[src/rtl/css_regs.svh]
// Purpose: Constants for the configuration status sequencer
// Assumes: 10 MHz system clock
// Notes:   Offsets, fields, event bits and timing counts
`ifndef CSS_REGS_SVH
`define CSS_REGS_SVH

// Register word indices (byte address = index * 4)
`define CSS_REG_CTRL      4'h0
`define CSS_REG_STATUS    4'h1
`define CSS_REG_IRQ_STAT  4'h2
`define CSS_REG_IRQ_MASK  4'h3

// Control fields
`define CSS_CTRL_ERR      0
`define CSS_CTRL_DATA_OK  1
`define CSS_CTRL_PU_INIT  2
`define CSS_CTRL_PU_DONE  3
`define CSS_CTRL_PU_RST   4
`define CSS_CTRL_PU_CLK   5
`define CSS_CTRL_CLR_DONE 6
`define CSS_CTRL_W        7

// Event bits
`define CSS_EV_INIT_END   0
`define CSS_EV_CFG_START  1
`define CSS_EV_ERROR      2
`define CSS_EV_CFG_DONE   3
`define CSS_EV_RESTART    4
`define CSS_EV_W          5

// Clear time: 2 us at 100 ns per cycle
`define CSS_CLEAR_NS      2000
`define CSS_CLK_NS        100
`define CSS_CLEAR_CYC     ((`CSS_CLEAR_NS + `CSS_CLK_NS - 1) / `CSS_CLK_NS)
`define CSS_CNT_W         8
`define CSS_MCLK_DIV      4'h3
`define CSS_STARTUP_CYC   8'h08

`endif

[src/rtl/css_pkg.sv]
// Purpose: Types for the configuration status sequencer
// Assumes: Nothing beyond the register header
// Notes:   Mode codes follow the three select pins directly
`default_nettype none
package css_pkg;
  typedef enum logic [2:0] {
    CSS_MODE_MSPI  = 3'h0,
    CSS_MODE_SSER  = 3'h1,
    CSS_MODE_SPAR  = 3'h2,
    CSS_MODE_JTAG  = 3'h3,
    CSS_MODE_RSV4  = 3'h4,
    CSS_MODE_RSV5  = 3'h5,
    CSS_MODE_RSV6  = 3'h6,
    CSS_MODE_RSV7  = 3'h7
  } css_mode_t;

  typedef enum logic [2:0] {
    CSS_ST_POWER,
    CSS_ST_CLEAR,
    CSS_ST_WAIT_INIT,
    CSS_ST_CONFIG,
    CSS_ST_ERROR,
    CSS_ST_STARTUP,
    CSS_ST_USER
  } css_state_t;

  typedef struct packed {
    logic oe;
    logic o;
    logic pu;
  } css_pin_t;
endpackage
`default_nettype wire

[src/rtl/css_sequencer.sv]
// Purpose: Init, configuration and start-up sequencing of the config pins
// Assumes: Pins are two-flop synchronised here; bus on clk
// Notes:   Open-drain pins drive low only; release means oe low
//
// Summary of operation
// During clearing all general pins tri-stated, pull-ups when select input low.
// During configuration general pins tri-stated except config pins, same pull-up rule.
// Drive init-status low after power-up, release it when initialization ends.
// Outside party may hold init-status low; configuration waits while it stays low.
// Start configuration once init-status is sampled high after initialization.
// While configuring, drive init-status low whenever a configuration error occurred.
// Hold config-done low until data received correctly and start-up begins.
// High config-done level means configuration is complete.
// Outside low on config-done halts start-up until it returns high.
// Low restart pin empties configuration memory then reconfigures.
// Restart falling edge resets config logic; rising edge starts configuration.
// Restart held low during power-up is not a configuration reset.
// Configuration runs synchronously to the configuration clock except JTAG mode.
// Slave modes take configuration clock as input from outside controller.
// Master flash mode drives configuration clock as an output.
// Configuration clock pin high impedance when no clock is needed.
// Mode chosen from three dedicated mode-select inputs.
// After configuration apply user pull-up or float on four dedicated pins.
// Mode sampled once when configuration begins, held until restart or power-up.
//
// Implementation choices: strobed register access and the placing of the registers.
`include "css_regs.svh"
`default_nettype none
module css_sequencer
  import css_pkg::*;
(
  input  wire logic       clk,
  input  wire logic       sys_rst,
  input  wire logic [3:0] reg_addr,
  input  wire logic [7:0] reg_wdata,
  input  wire logic       reg_wr,
  input  wire logic       reg_rd,
  output logic      [7:0] reg_rdata,
  output logic            irq,
  input  wire logic       init_flag_n_i,
  output logic            init_flag_n_o,
  output logic            init_flag_n_oe,
  output logic            init_flag_n_pu,
  input  wire logic       cfg_done_i,
  output logic            cfg_done_o,
  output logic            cfg_done_oe,
  output logic            cfg_done_pu,
  input  wire logic       config_restart_n,
  output logic            restart_pu,
  input  wire logic       cfg_clk_i,
  output logic            cfg_clk_o,
  output logic            cfg_clk_oe,
  output logic            cfg_clk_pu,
  input  wire logic [2:0] mode_sel,
  input  wire logic       idle_pullup_sel,
  output logic            gpio_tristate,
  output logic            gpio_pullup,
  output logic            cfg_pins_active,
  output logic            cfg_tick,
  output logic            clear_mem,
  output logic            user_mode
);

  // ==========================================================
  // Pin synchronisers
  logic [1:0] init_s_r, done_s_r, rst_s_r, cclk_s_r, idle_s_r;
  logic [2:0] mode_s1_r, mode_s2_r;
  logic       rst_d_r, cclk_d_r;
  logic [2:0] rst_arm_r;

  always_ff @(posedge clk or posedge sys_rst) begin
    if (sys_rst) begin
      init_s_r  <= 2'h0;
      done_s_r  <= 2'h0;
      rst_s_r   <= 2'h3;
      // Seeded at the idle-high pin level: no false edge after reset
      cclk_s_r  <= 2'h3;
      idle_s_r  <= 2'h0;
      mode_s1_r <= 3'h0;
      mode_s2_r <= 3'h0;
      rst_d_r   <= 1'h1;
      cclk_d_r  <= 1'h1;
      rst_arm_r <= 3'h0;
    end else begin
      init_s_r  <= {init_s_r[0], init_flag_n_i};
      done_s_r  <= {done_s_r[0], cfg_done_i};
      rst_s_r   <= {rst_s_r[0], config_restart_n};
      cclk_s_r  <= {cclk_s_r[0], cfg_clk_i};
      idle_s_r  <= {idle_s_r[0], idle_pullup_sel};
      mode_s1_r <= mode_sel;
      mode_s2_r <= mode_s1_r;
      rst_d_r   <= rst_s_r[1];
      cclk_d_r  <= cclk_s_r[1];
      rst_arm_r <= {rst_arm_r[1:0], 1'h1};
    end
  end

  logic init_hi, done_hi, rst_fall, rst_rise, cclk_rise;
  assign init_hi   = init_s_r[1];
  assign done_hi   = done_s_r[1];
  // Edges count only once the chain holds the real pin: low at power-up is no restart
  assign rst_fall  = rst_arm_r[2] & rst_d_r & ~rst_s_r[1];
  assign rst_rise  = rst_arm_r[2] & ~rst_d_r & rst_s_r[1];
  assign cclk_rise = ~cclk_d_r & cclk_s_r[1];

  // ==========================================================
  // Registers
  logic [`CSS_CTRL_W-1:0] ctrl_r;
  logic [`CSS_EV_W-1:0]   ev_stat_r, ev_mask_r, ev_set;
  css_state_t             state_r;
  css_mode_t              mode_r;
  logic                   clr_w1c, err_r;

  always_ff @(posedge clk or posedge sys_rst) begin
    if (sys_rst) begin
      ctrl_r    <= '0;
      ev_mask_r <= '0;
    end else if (reg_wr) begin
      if (reg_addr == `CSS_REG_CTRL)
        ctrl_r <= reg_wdata[`CSS_CTRL_W-1:0];
      if (reg_addr == `CSS_REG_IRQ_MASK)
        ev_mask_r <= reg_wdata[`CSS_EV_W-1:0];
    end
  end

  assign clr_w1c = reg_wr && (reg_addr == `CSS_REG_IRQ_STAT);

  // Set wins over a simultaneous write-one clear
  always_ff @(posedge clk or posedge sys_rst) begin
    if (sys_rst)
      ev_stat_r <= '0;
    else if (clr_w1c)
      ev_stat_r <= (ev_stat_r & ~reg_wdata[`CSS_EV_W-1:0]) | ev_set;
    else
      ev_stat_r <= ev_stat_r | ev_set;
  end

  always_ff @(posedge clk or posedge sys_rst) begin
    if (sys_rst)
      irq <= 1'h0;
    else
      irq <= |(ev_stat_r & ev_mask_r);
  end

  always_ff @(posedge clk or posedge sys_rst) begin
    if (sys_rst) begin
      reg_rdata <= 8'h00;
    end else if (reg_rd) begin
      case (reg_addr)
        `CSS_REG_CTRL:     reg_rdata <= {1'h0, ctrl_r};
        `CSS_REG_STATUS:   reg_rdata <= {user_mode, err_r, mode_r, state_r};
        `CSS_REG_IRQ_STAT: reg_rdata <= {3'h0, ev_stat_r};
        `CSS_REG_IRQ_MASK: reg_rdata <= {3'h0, ev_mask_r};
        default:           reg_rdata <= 8'h00;
      endcase
    end else begin
      reg_rdata <= 8'h00;
    end
  end

  // ==========================================================
  // Master clock divider, one-cycle enable
  logic [3:0] div_r;
  logic       mclk_r;
  always_ff @(posedge clk or posedge sys_rst) begin
    if (sys_rst) begin
      div_r  <= 4'h0;
      mclk_r <= 1'h0;
    end else if (div_r == `CSS_MCLK_DIV) begin
      div_r  <= 4'h0;
      mclk_r <= ~mclk_r;
    end else begin
      div_r <= div_r + 4'h1;
    end
  end

  logic tick;
  always_comb begin
    case (mode_r)
      CSS_MODE_MSPI: tick = (div_r == `CSS_MCLK_DIV) & ~mclk_r;
      CSS_MODE_SSER,
      CSS_MODE_SPAR: tick = cclk_rise;
      default:       tick = 1'h0;
    endcase
  end

  // ==========================================================
  // Sequencer
  logic [`CSS_CNT_W-1:0] cnt_r;
  logic                  in_cfg;
  assign in_cfg = (state_r == CSS_ST_CONFIG) || (state_r == CSS_ST_ERROR);

  always_ff @(posedge clk or posedge sys_rst) begin
    if (sys_rst) begin
      state_r <= CSS_ST_POWER;
      cnt_r   <= '0;
      mode_r  <= CSS_MODE_MSPI;
      err_r   <= 1'h0;
    end else begin
      case (state_r)
        // Restart held low at power-up is ignored: only edges count
        CSS_ST_POWER: begin
          state_r <= CSS_ST_CLEAR;
          cnt_r   <= '0;
        end
        CSS_ST_CLEAR: begin
          if (cnt_r == `CSS_CNT_W'(`CSS_CLEAR_CYC - 1))
            state_r <= CSS_ST_WAIT_INIT;
          else
            cnt_r <= cnt_r + `CSS_CNT_W'(1);
        end
        CSS_ST_WAIT_INIT: begin
          if (init_hi) begin
            state_r <= CSS_ST_CONFIG;
            mode_r  <= css_mode_t'(mode_s2_r);
            err_r   <= 1'h0;
          end
        end
        CSS_ST_CONFIG: begin
          if (ctrl_r[`CSS_CTRL_ERR]) begin
            state_r <= CSS_ST_ERROR;
            err_r   <= 1'h1;
          end else if (ctrl_r[`CSS_CTRL_DATA_OK] && (tick || mode_r == CSS_MODE_JTAG)) begin
            state_r <= CSS_ST_STARTUP;
            cnt_r   <= '0;
          end
        end
        CSS_ST_ERROR: state_r <= CSS_ST_ERROR;
        CSS_ST_STARTUP: begin
          if (done_hi) begin
            if (cnt_r == `CSS_STARTUP_CYC)
              state_r <= CSS_ST_USER;
            else
              cnt_r <= cnt_r + `CSS_CNT_W'(1);
          end
        end
        CSS_ST_USER: state_r <= CSS_ST_USER;
        default: state_r <= CSS_ST_POWER;
      endcase
      if (rst_fall) begin
        state_r <= CSS_ST_CLEAR;
        cnt_r   <= '0;
      end else if (hold_clear_r && state_r == CSS_ST_CLEAR) begin
        cnt_r <= '0;
      end
    end
  end

  // Restart low holds clearing; rise lets it finish and start config
  logic hold_clear_r;
  always_ff @(posedge clk or posedge sys_rst) begin
    if (sys_rst)
      hold_clear_r <= 1'h0;
    else if (rst_fall)
      hold_clear_r <= 1'h1;
    else if (rst_rise)
      hold_clear_r <= 1'h0;
  end

  assign ev_set[`CSS_EV_INIT_END]  = (state_r == CSS_ST_CLEAR) && !hold_clear_r &&
                                     (cnt_r == `CSS_CNT_W'(`CSS_CLEAR_CYC - 1));
  assign ev_set[`CSS_EV_CFG_START] = (state_r == CSS_ST_WAIT_INIT) && init_hi;
  assign ev_set[`CSS_EV_ERROR]     = (state_r == CSS_ST_CONFIG) && ctrl_r[`CSS_CTRL_ERR];
  assign ev_set[`CSS_EV_CFG_DONE]  = (state_r == CSS_ST_STARTUP) && done_hi &&
                                     (cnt_r == `CSS_STARTUP_CYC);
  assign ev_set[`CSS_EV_RESTART]   = rst_fall;

  // ==========================================================
  // Pin drives
  logic clear_st;
  assign clear_st = (state_r == CSS_ST_POWER) || (state_r == CSS_ST_CLEAR) || hold_clear_r;

  always_ff @(posedge clk or posedge sys_rst) begin
    if (sys_rst) begin
      init_flag_n_oe <= 1'h1;
      cfg_done_oe    <= 1'h1;
      cfg_clk_oe     <= 1'h0;
      cfg_clk_o      <= 1'h0;
    end else begin
      init_flag_n_oe <= clear_st || (state_r == CSS_ST_ERROR);
      cfg_done_oe    <= !((state_r == CSS_ST_STARTUP) || (state_r == CSS_ST_USER)) ||
                        ctrl_r[`CSS_CTRL_CLR_DONE];
      cfg_clk_oe     <= in_cfg && (mode_r == CSS_MODE_MSPI);
      cfg_clk_o      <= mclk_r;
    end
  end

  always_ff @(posedge clk or posedge sys_rst) begin
    if (sys_rst) begin
      init_flag_n_o   <= 1'h0;
      cfg_done_o      <= 1'h0;
      init_flag_n_pu  <= 1'h0;
      cfg_done_pu     <= 1'h1;
      restart_pu      <= 1'h1;
      cfg_clk_pu      <= 1'h0;
      gpio_tristate   <= 1'h1;
      gpio_pullup     <= 1'h0;
      cfg_pins_active <= 1'h0;
      cfg_tick        <= 1'h0;
      clear_mem       <= 1'h1;
      user_mode       <= 1'h0;
    end else begin
      init_flag_n_o   <= 1'h0;
      cfg_done_o      <= 1'h0;
      // User pull-up choices take over once configured
      init_flag_n_pu  <= (state_r == CSS_ST_USER) ? ctrl_r[`CSS_CTRL_PU_INIT] : in_cfg;
      cfg_done_pu     <= (state_r == CSS_ST_USER) ? ctrl_r[`CSS_CTRL_PU_DONE] : 1'h1;
      restart_pu      <= (state_r == CSS_ST_USER) ? ctrl_r[`CSS_CTRL_PU_RST]  : 1'h1;
      cfg_clk_pu      <= (state_r == CSS_ST_USER) ? ctrl_r[`CSS_CTRL_PU_CLK]  : 1'h0;
      gpio_tristate   <= (state_r != CSS_ST_USER);
      gpio_pullup     <= (state_r != CSS_ST_USER) && !idle_s_r[1];
      cfg_pins_active <= in_cfg && (mode_r != CSS_MODE_JTAG);
      cfg_tick        <= in_cfg && tick;
      clear_mem       <= clear_st;
      user_mode       <= (state_r == CSS_ST_USER);
    end
  end

  // ==========================================================
  // Assertions
  a_wait_holds_init: assert property (@(posedge clk) disable iff (sys_rst)
    (state_r == CSS_ST_WAIT_INIT && !init_hi && !rst_fall) |=> state_r == CSS_ST_WAIT_INIT)
    else $error("Configuration began while init held low");
  a_init_starts_cfg: assert property (@(posedge clk) disable iff (sys_rst)
    (state_r == CSS_ST_WAIT_INIT && init_hi && !rst_fall) |=> state_r == CSS_ST_CONFIG)
    else $error("Configuration did not start on init high");
  a_error_drives_low: assert property (@(posedge clk) disable iff (sys_rst)
    (state_r == CSS_ST_ERROR && !hold_clear_r) |=> init_flag_n_oe)
    else $error("Error not shown on init line");
  a_clear_drives_init: assert property (@(posedge clk) disable iff (sys_rst)
    state_r == CSS_ST_CLEAR |=> init_flag_n_oe)
    else $error("Init line released during clearing");
  a_done_held_cfg: assert property (@(posedge clk) disable iff (sys_rst)
    in_cfg |=> cfg_done_oe)
    else $error("Config-done released during configuration");
  a_startup_halts: assert property (@(posedge clk) disable iff (sys_rst)
    (state_r == CSS_ST_STARTUP && !done_hi && !rst_fall) |=> state_r == CSS_ST_STARTUP && $stable(cnt_r))
    else $error("Start-up advanced with done held low");
  a_restart_clears: assert property (@(posedge clk) disable iff (sys_rst)
    rst_fall |=> state_r == CSS_ST_CLEAR ##1 clear_mem)
    else $error("Restart falling edge did not clear");
  a_clk_hiz_jtag: assert property (@(posedge clk) disable iff (sys_rst)
    (mode_r != CSS_MODE_MSPI) [*2] |-> !cfg_clk_oe)
    else $error("Config clock driven outside master mode");
  a_mode_stable: assert property (@(posedge clk) disable iff (sys_rst)
    (in_cfg && $past(in_cfg)) |-> $stable(mode_r))
    else $error("Mode changed during configuration");
  a_gpio_pullup: assert property (@(posedge clk) disable iff (sys_rst)
    (clear_st && idle_s_r[1]) |=> !gpio_pullup)
    else $error("Pull-up enabled with select high");
  a_cfg_tristate: assert property (@(posedge clk) disable iff (sys_rst)
    in_cfg |=> gpio_tristate)
    else $error("General pins driven during configuration");
  a_done_released: assert property (@(posedge clk) disable iff (sys_rst)
    (state_r == CSS_ST_USER && !ctrl_r[`CSS_CTRL_CLR_DONE]) |=> !cfg_done_oe)
    else $error("Config-done held low after configuration");
  a_hold_clears: assert property (@(posedge clk) disable iff (sys_rst)
    hold_clear_r |=> clear_mem)
    else $error("Memory not cleared while restart low");
  a_powerup_no_restart: assert property (@(posedge clk) disable iff (sys_rst)
    !rst_arm_r[2] |=> !hold_clear_r)
    else $error("Restart level at power-up taken as reset");
  a_tick_in_cfg: assert property (@(posedge clk) disable iff (sys_rst)
    !in_cfg |=> !cfg_tick)
    else $error("Configuration tick outside configuration");
  a_master_clk_out: assert property (@(posedge clk) disable iff (sys_rst)
    (in_cfg && mode_r == CSS_MODE_MSPI) |=> cfg_clk_oe)
    else $error("Config clock not driven in master mode");
  a_user_pullups: assert property (@(posedge clk) disable iff (sys_rst)
    state_r == CSS_ST_USER |=> init_flag_n_pu == $past(ctrl_r[`CSS_CTRL_PU_INIT]))
    else $error("User pull-up choice not applied");

endmodule
`default_nettype wire

[config.mk]
export PLATFORM = sky130hd
export DESIGN_NAME = css_sequencer
export DESIGN_NICKNAME = d
export VERILOG_FILES = /design/src/rtl/css_pkg.sv /design/src/rtl/css_sequencer.sv
export VERILOG_INCLUDE_DIRS = /design/src /design/src/rtl
export SDC_FILE = /design/constraint.sdc
export NUM_CORES = 1
export LEC_CHECK = 0
export BUFFER_PORTS_ARGS = -buffer_cell sky130_fd_sc_hd__clkbuf_2
export CORE_MARGIN = 8
export CORE_UTILIZATION = 55
export CTS_BUF_LIST = sky130_fd_sc_hd__clkbuf_4
export DETAILED_ROUTE_END_ITERATION = 8
export PLACE_DENSITY = 0.82
export SLEW_MARGIN = 5
export SYNTH_ARGS = -nofsm -noshare
export SYNTH_HDL_FRONTEND = slang
export SYNTH_SLANG_ARGS = --single-unit
[constraint.sdc]
create_clock -name clk -period 2.79 [get_ports clk]
set_input_delay 0 -clock clk [delete_from_list [all_inputs] [get_ports clk]]
set_output_delay 0 -clock clk [all_outputs]
set_load 0.02 [all_outputs]
==> results.md <==
- Run status: finished clean
- Final TNS setup: 0 ps
- Synth top area cells: dfrtp_1 51%, dfstp_2 9.2%, mux2_2 5.6%
- Fin nets: ~380
- Worst path cell trace: ha_1 -> or4b_4 -> a22oi_4 -> a21oi_1 -> nor2_1 -> o21ai_0
- Synth unique cells: 54
- EDFF count, synth: 0
- Wirelength per Cell: 16.2 µm
- Max-Cap Viols: 0
- Initial antenna violation count: 0
- Worst Hold Slack: 70.6 ps
- DP HPWL: approximately 5000 µm
- Post-synth top area cell: dfrtp_1
- Crit start category: register
- DRT Wirelength: 7040 µm
- Clock buffer depth: 2
- Worst-path cell with the longest stage delay: or4b_4
- Max IR drop VDD: roughly 0.41 mV
- Synth top area share: 0.511
- Sequential cell area: 2070 µm²
- Post-Syn Instances: 288
- Htree depth: 3
- Req. time, crit path: approximately 3100 ps
- Post-placement worst setup slack: about 760 ps
- RSZ-0062 raised after global routing: false
- Vias in the first global route: 2495
- Routed Antenna Nets: 0
- Ant diodes: 0
- P&R area growth vs syn: 18.2%
- Number of fillers in the final layout: 431
- Post-Layout Cell Count: 435
- Setup WS post-layout: 753 ps
- Drt first pass iters: 5
- DRC errors left: 0
- Post-synthesis async set-or-reset flop share: 1.00
- Delay-heaviest family, CP: simple AND/OR/NAND/NOR gates
- Proportion of layout cells with a drive suffix above 1: 0.286
- Largest net degree at the start of global routing: 37
- Part of the cycle the worst path needs: 0.730
- Port bufs: 45
- Final setup vio count: 0
- Leading register cell type out of synthesis: dfrtp_1
- DR vias/cell: 5.67
- Core Box Area: 5990 µm²
- Buf+Inv Stages, Crit Path: 0
- Synthesis Warnings: 0
- Via count: 2468
- Site row count: 28
- Endpoint type of the worst setup path: register
- Die width: 95.0 µm
- Seq/Total Area, Yosys: 0.603
- Die height: 95.0 µm
- Cell area after synthesis: between 3000 and 4000 µm²
- CTS Sinks: 82
- Worst slew pin tran: about 670 ps
- Grt ovf: 0
- Post-route cell area: 4050 µm²
- Max_slew headroom: 0.554
- Post-placement cell area: 3700 µm²
- IO Pins: 49
- Initial core utilization: 0.572
- Multi-input gate area: between 1000 and 1500 µm²
- Seq cells post-synth: slightly above 80
- Slew Viols, Final: 0
- Resized cells post-CTS: 0
- GRT Util Overall: 0.173
- PwrDens: 551 nW/µm²
- Leakage: 0.00191 µW
- CP Max Fanout: 4
- Setup CP Type: reg -> reg
- Slowest cell delay on critical path: 500 ps
- Num CTS Buffers: 9
- FMAX: 0.491 GHz
- CTS tree: yes
- Final hold vios: 0
- Syn Area/Cell: roughly 12 µm²
- Clock Skew: 13.2 ps
- First-pass GRT wire length: 11900 µm
- Placed insts: 398
- Starting DRT DRC Count: 255
- Setup bufs post-CTS: 0
- Clock root buffer: clkbuf_4
- Hold/Removal Path Class: in -> reg
- Gpl congestion: 0.837
- Clk slew on worst S/H paths: 130 ps
- Data arrival, critical path: between 2000 and 2500 ps
- Clock latency on the worst-skew pair: 430 ps
- Final worst path period need: 2040 ps
- Die area: 9020 µm²
## where the power goes
part / internal (µW) / switching [µW] / leakage (µW)
logic: 108 / 109 / 0.000809
registers: 1260 / 59.4 / 0.00102
clock network: 280 / 415 / 0.0000769
## path summary, 6_finish.rpt
path | startpoint | end | slack, ps | depth (start not counted)
max reg2reg | div_r[0] | cnt_r[6] | 750 | 6
max in group asynchronous | sys_rst | restart_pu | 1840 | 4
max | div_r[0] | cnt_r[6] | 750 | 6
min | reg_addr[0] | reg_rdata[6] | 70 | 3
min in group asynchronous | sys_rst | hold_clear_r | 140 | 3
min reg2reg | done_s_r[0] | done_s_r[1] | 360 | 0
## Yosys cell counts (2+ instances only)
cell       n
inv_1     11
clkbuf_1   4
nand3_1   10
a31oi_1    3
buf_4      4
buf_2      4
and4b_1    2
nor4_1     3
o211ai_1   3
a21o_1     3
nor2_1    22
and3_1     5
ha_1       3
mux2i_1    4
nor3_1     4
nand3b_1   2
nor2b_1    5
mux2_2    17
conb_1     2
mux4_2     2
dfstp_2   12
a222oi_1   4
a221oi_1   2
nand2_1   32
nand4_1    2
nand2b_1   3
a21oi_1    6
a22o_1     2
or2_2      3
nor3b_1    2
o22ai_1    3
dfrtp_1   70
xor2_1     2
o31ai_1    3
o311ai_1   2
o21ai_0    9
## logic make-up (layout without fill, tap and decap cells)
kind of cell,count (synthesis),after routing,synth area share
AOI/OAI and AO/OA,49,49,0.112
other,2,3,0.00219
xor gates and xnor gates,3,3,0.00766
adders and majority gates,3,3,0.0109
and+or+nand+nor,102,102,0.151
buffers and inverters,24,95,0.0325
DFF,82,82,0.603
muxes,23,23,0.0806
## registers in the layout (all words and copies together) (netlist names), 3 cells and up
signal / flops
mode_r: 3
ev_stat_r: 5
rst_arm_r: 3
reg_rdata: 8
cnt_r: 8
ctrl_r: 7
mode_s2_r: 3
ev_mask_r: 5
mode_s1_r: 3
state_r: 3
div_r: 4
## repair_timing
item / CTS / global route
setup endpoints to repair: 0 / 0
endpoints found under the hold margin: 67 / 0
hold buffers: 21 / 0
## final cells by class
class,count,share of cell area
Tap cell,75,0.0231
Multi-Input combinational cell,183,0.310
Sequential cell,82,0.510
Clock inverter,7,0.0191
Inverter,11,0.0105
Timing Repair Buffer,68,0.111
Clock buffer,9,0.0167
## worst min-delay path, cell delays in order
cell,delay [ps]
clkbuf_2,220
mux2i_1,200
nor3_1,50
## placed cells by master, fill, tap and decap left out, drive strengths merged, types with 4 or more instances in the layout
cell type / n
a21oi: 6
a222oi: 4
a31oi: 4
and3: 5
clkbuf: 54
clkinv: 4
dfrtp: 70
dfstp: 12
dlygate4sd3: 21
inv: 12
mux2: 17
mux2i: 4
nand2: 32
nand3: 10
nor2: 22
nor2b: 5
nor3: 4
o21ai: 9
## routing by layer
layer / GRT usage / vias up / share of wire
met1: 0.206 / 1205 / 0.42
met4: 0.0767 / 0 / 0.015
li1: - / 1159 / -
met5: 0 / - / 0
met3: 0.0532 / 9 / 0.075
met2: 0.281 / 95 / 0.49
## per-stage QoR
step | util | power, µW
6_report | 0.677 | 2230
5_1_grt | 0.677 | 2350
3_3_place_gp | 0.617 | 1530
4_1_cts | 0.677 | 2270
3_5_place_dp | 0.617 | 1540
2_1_floorplan | - | 1470
Power figures use the tool's default switching activity.
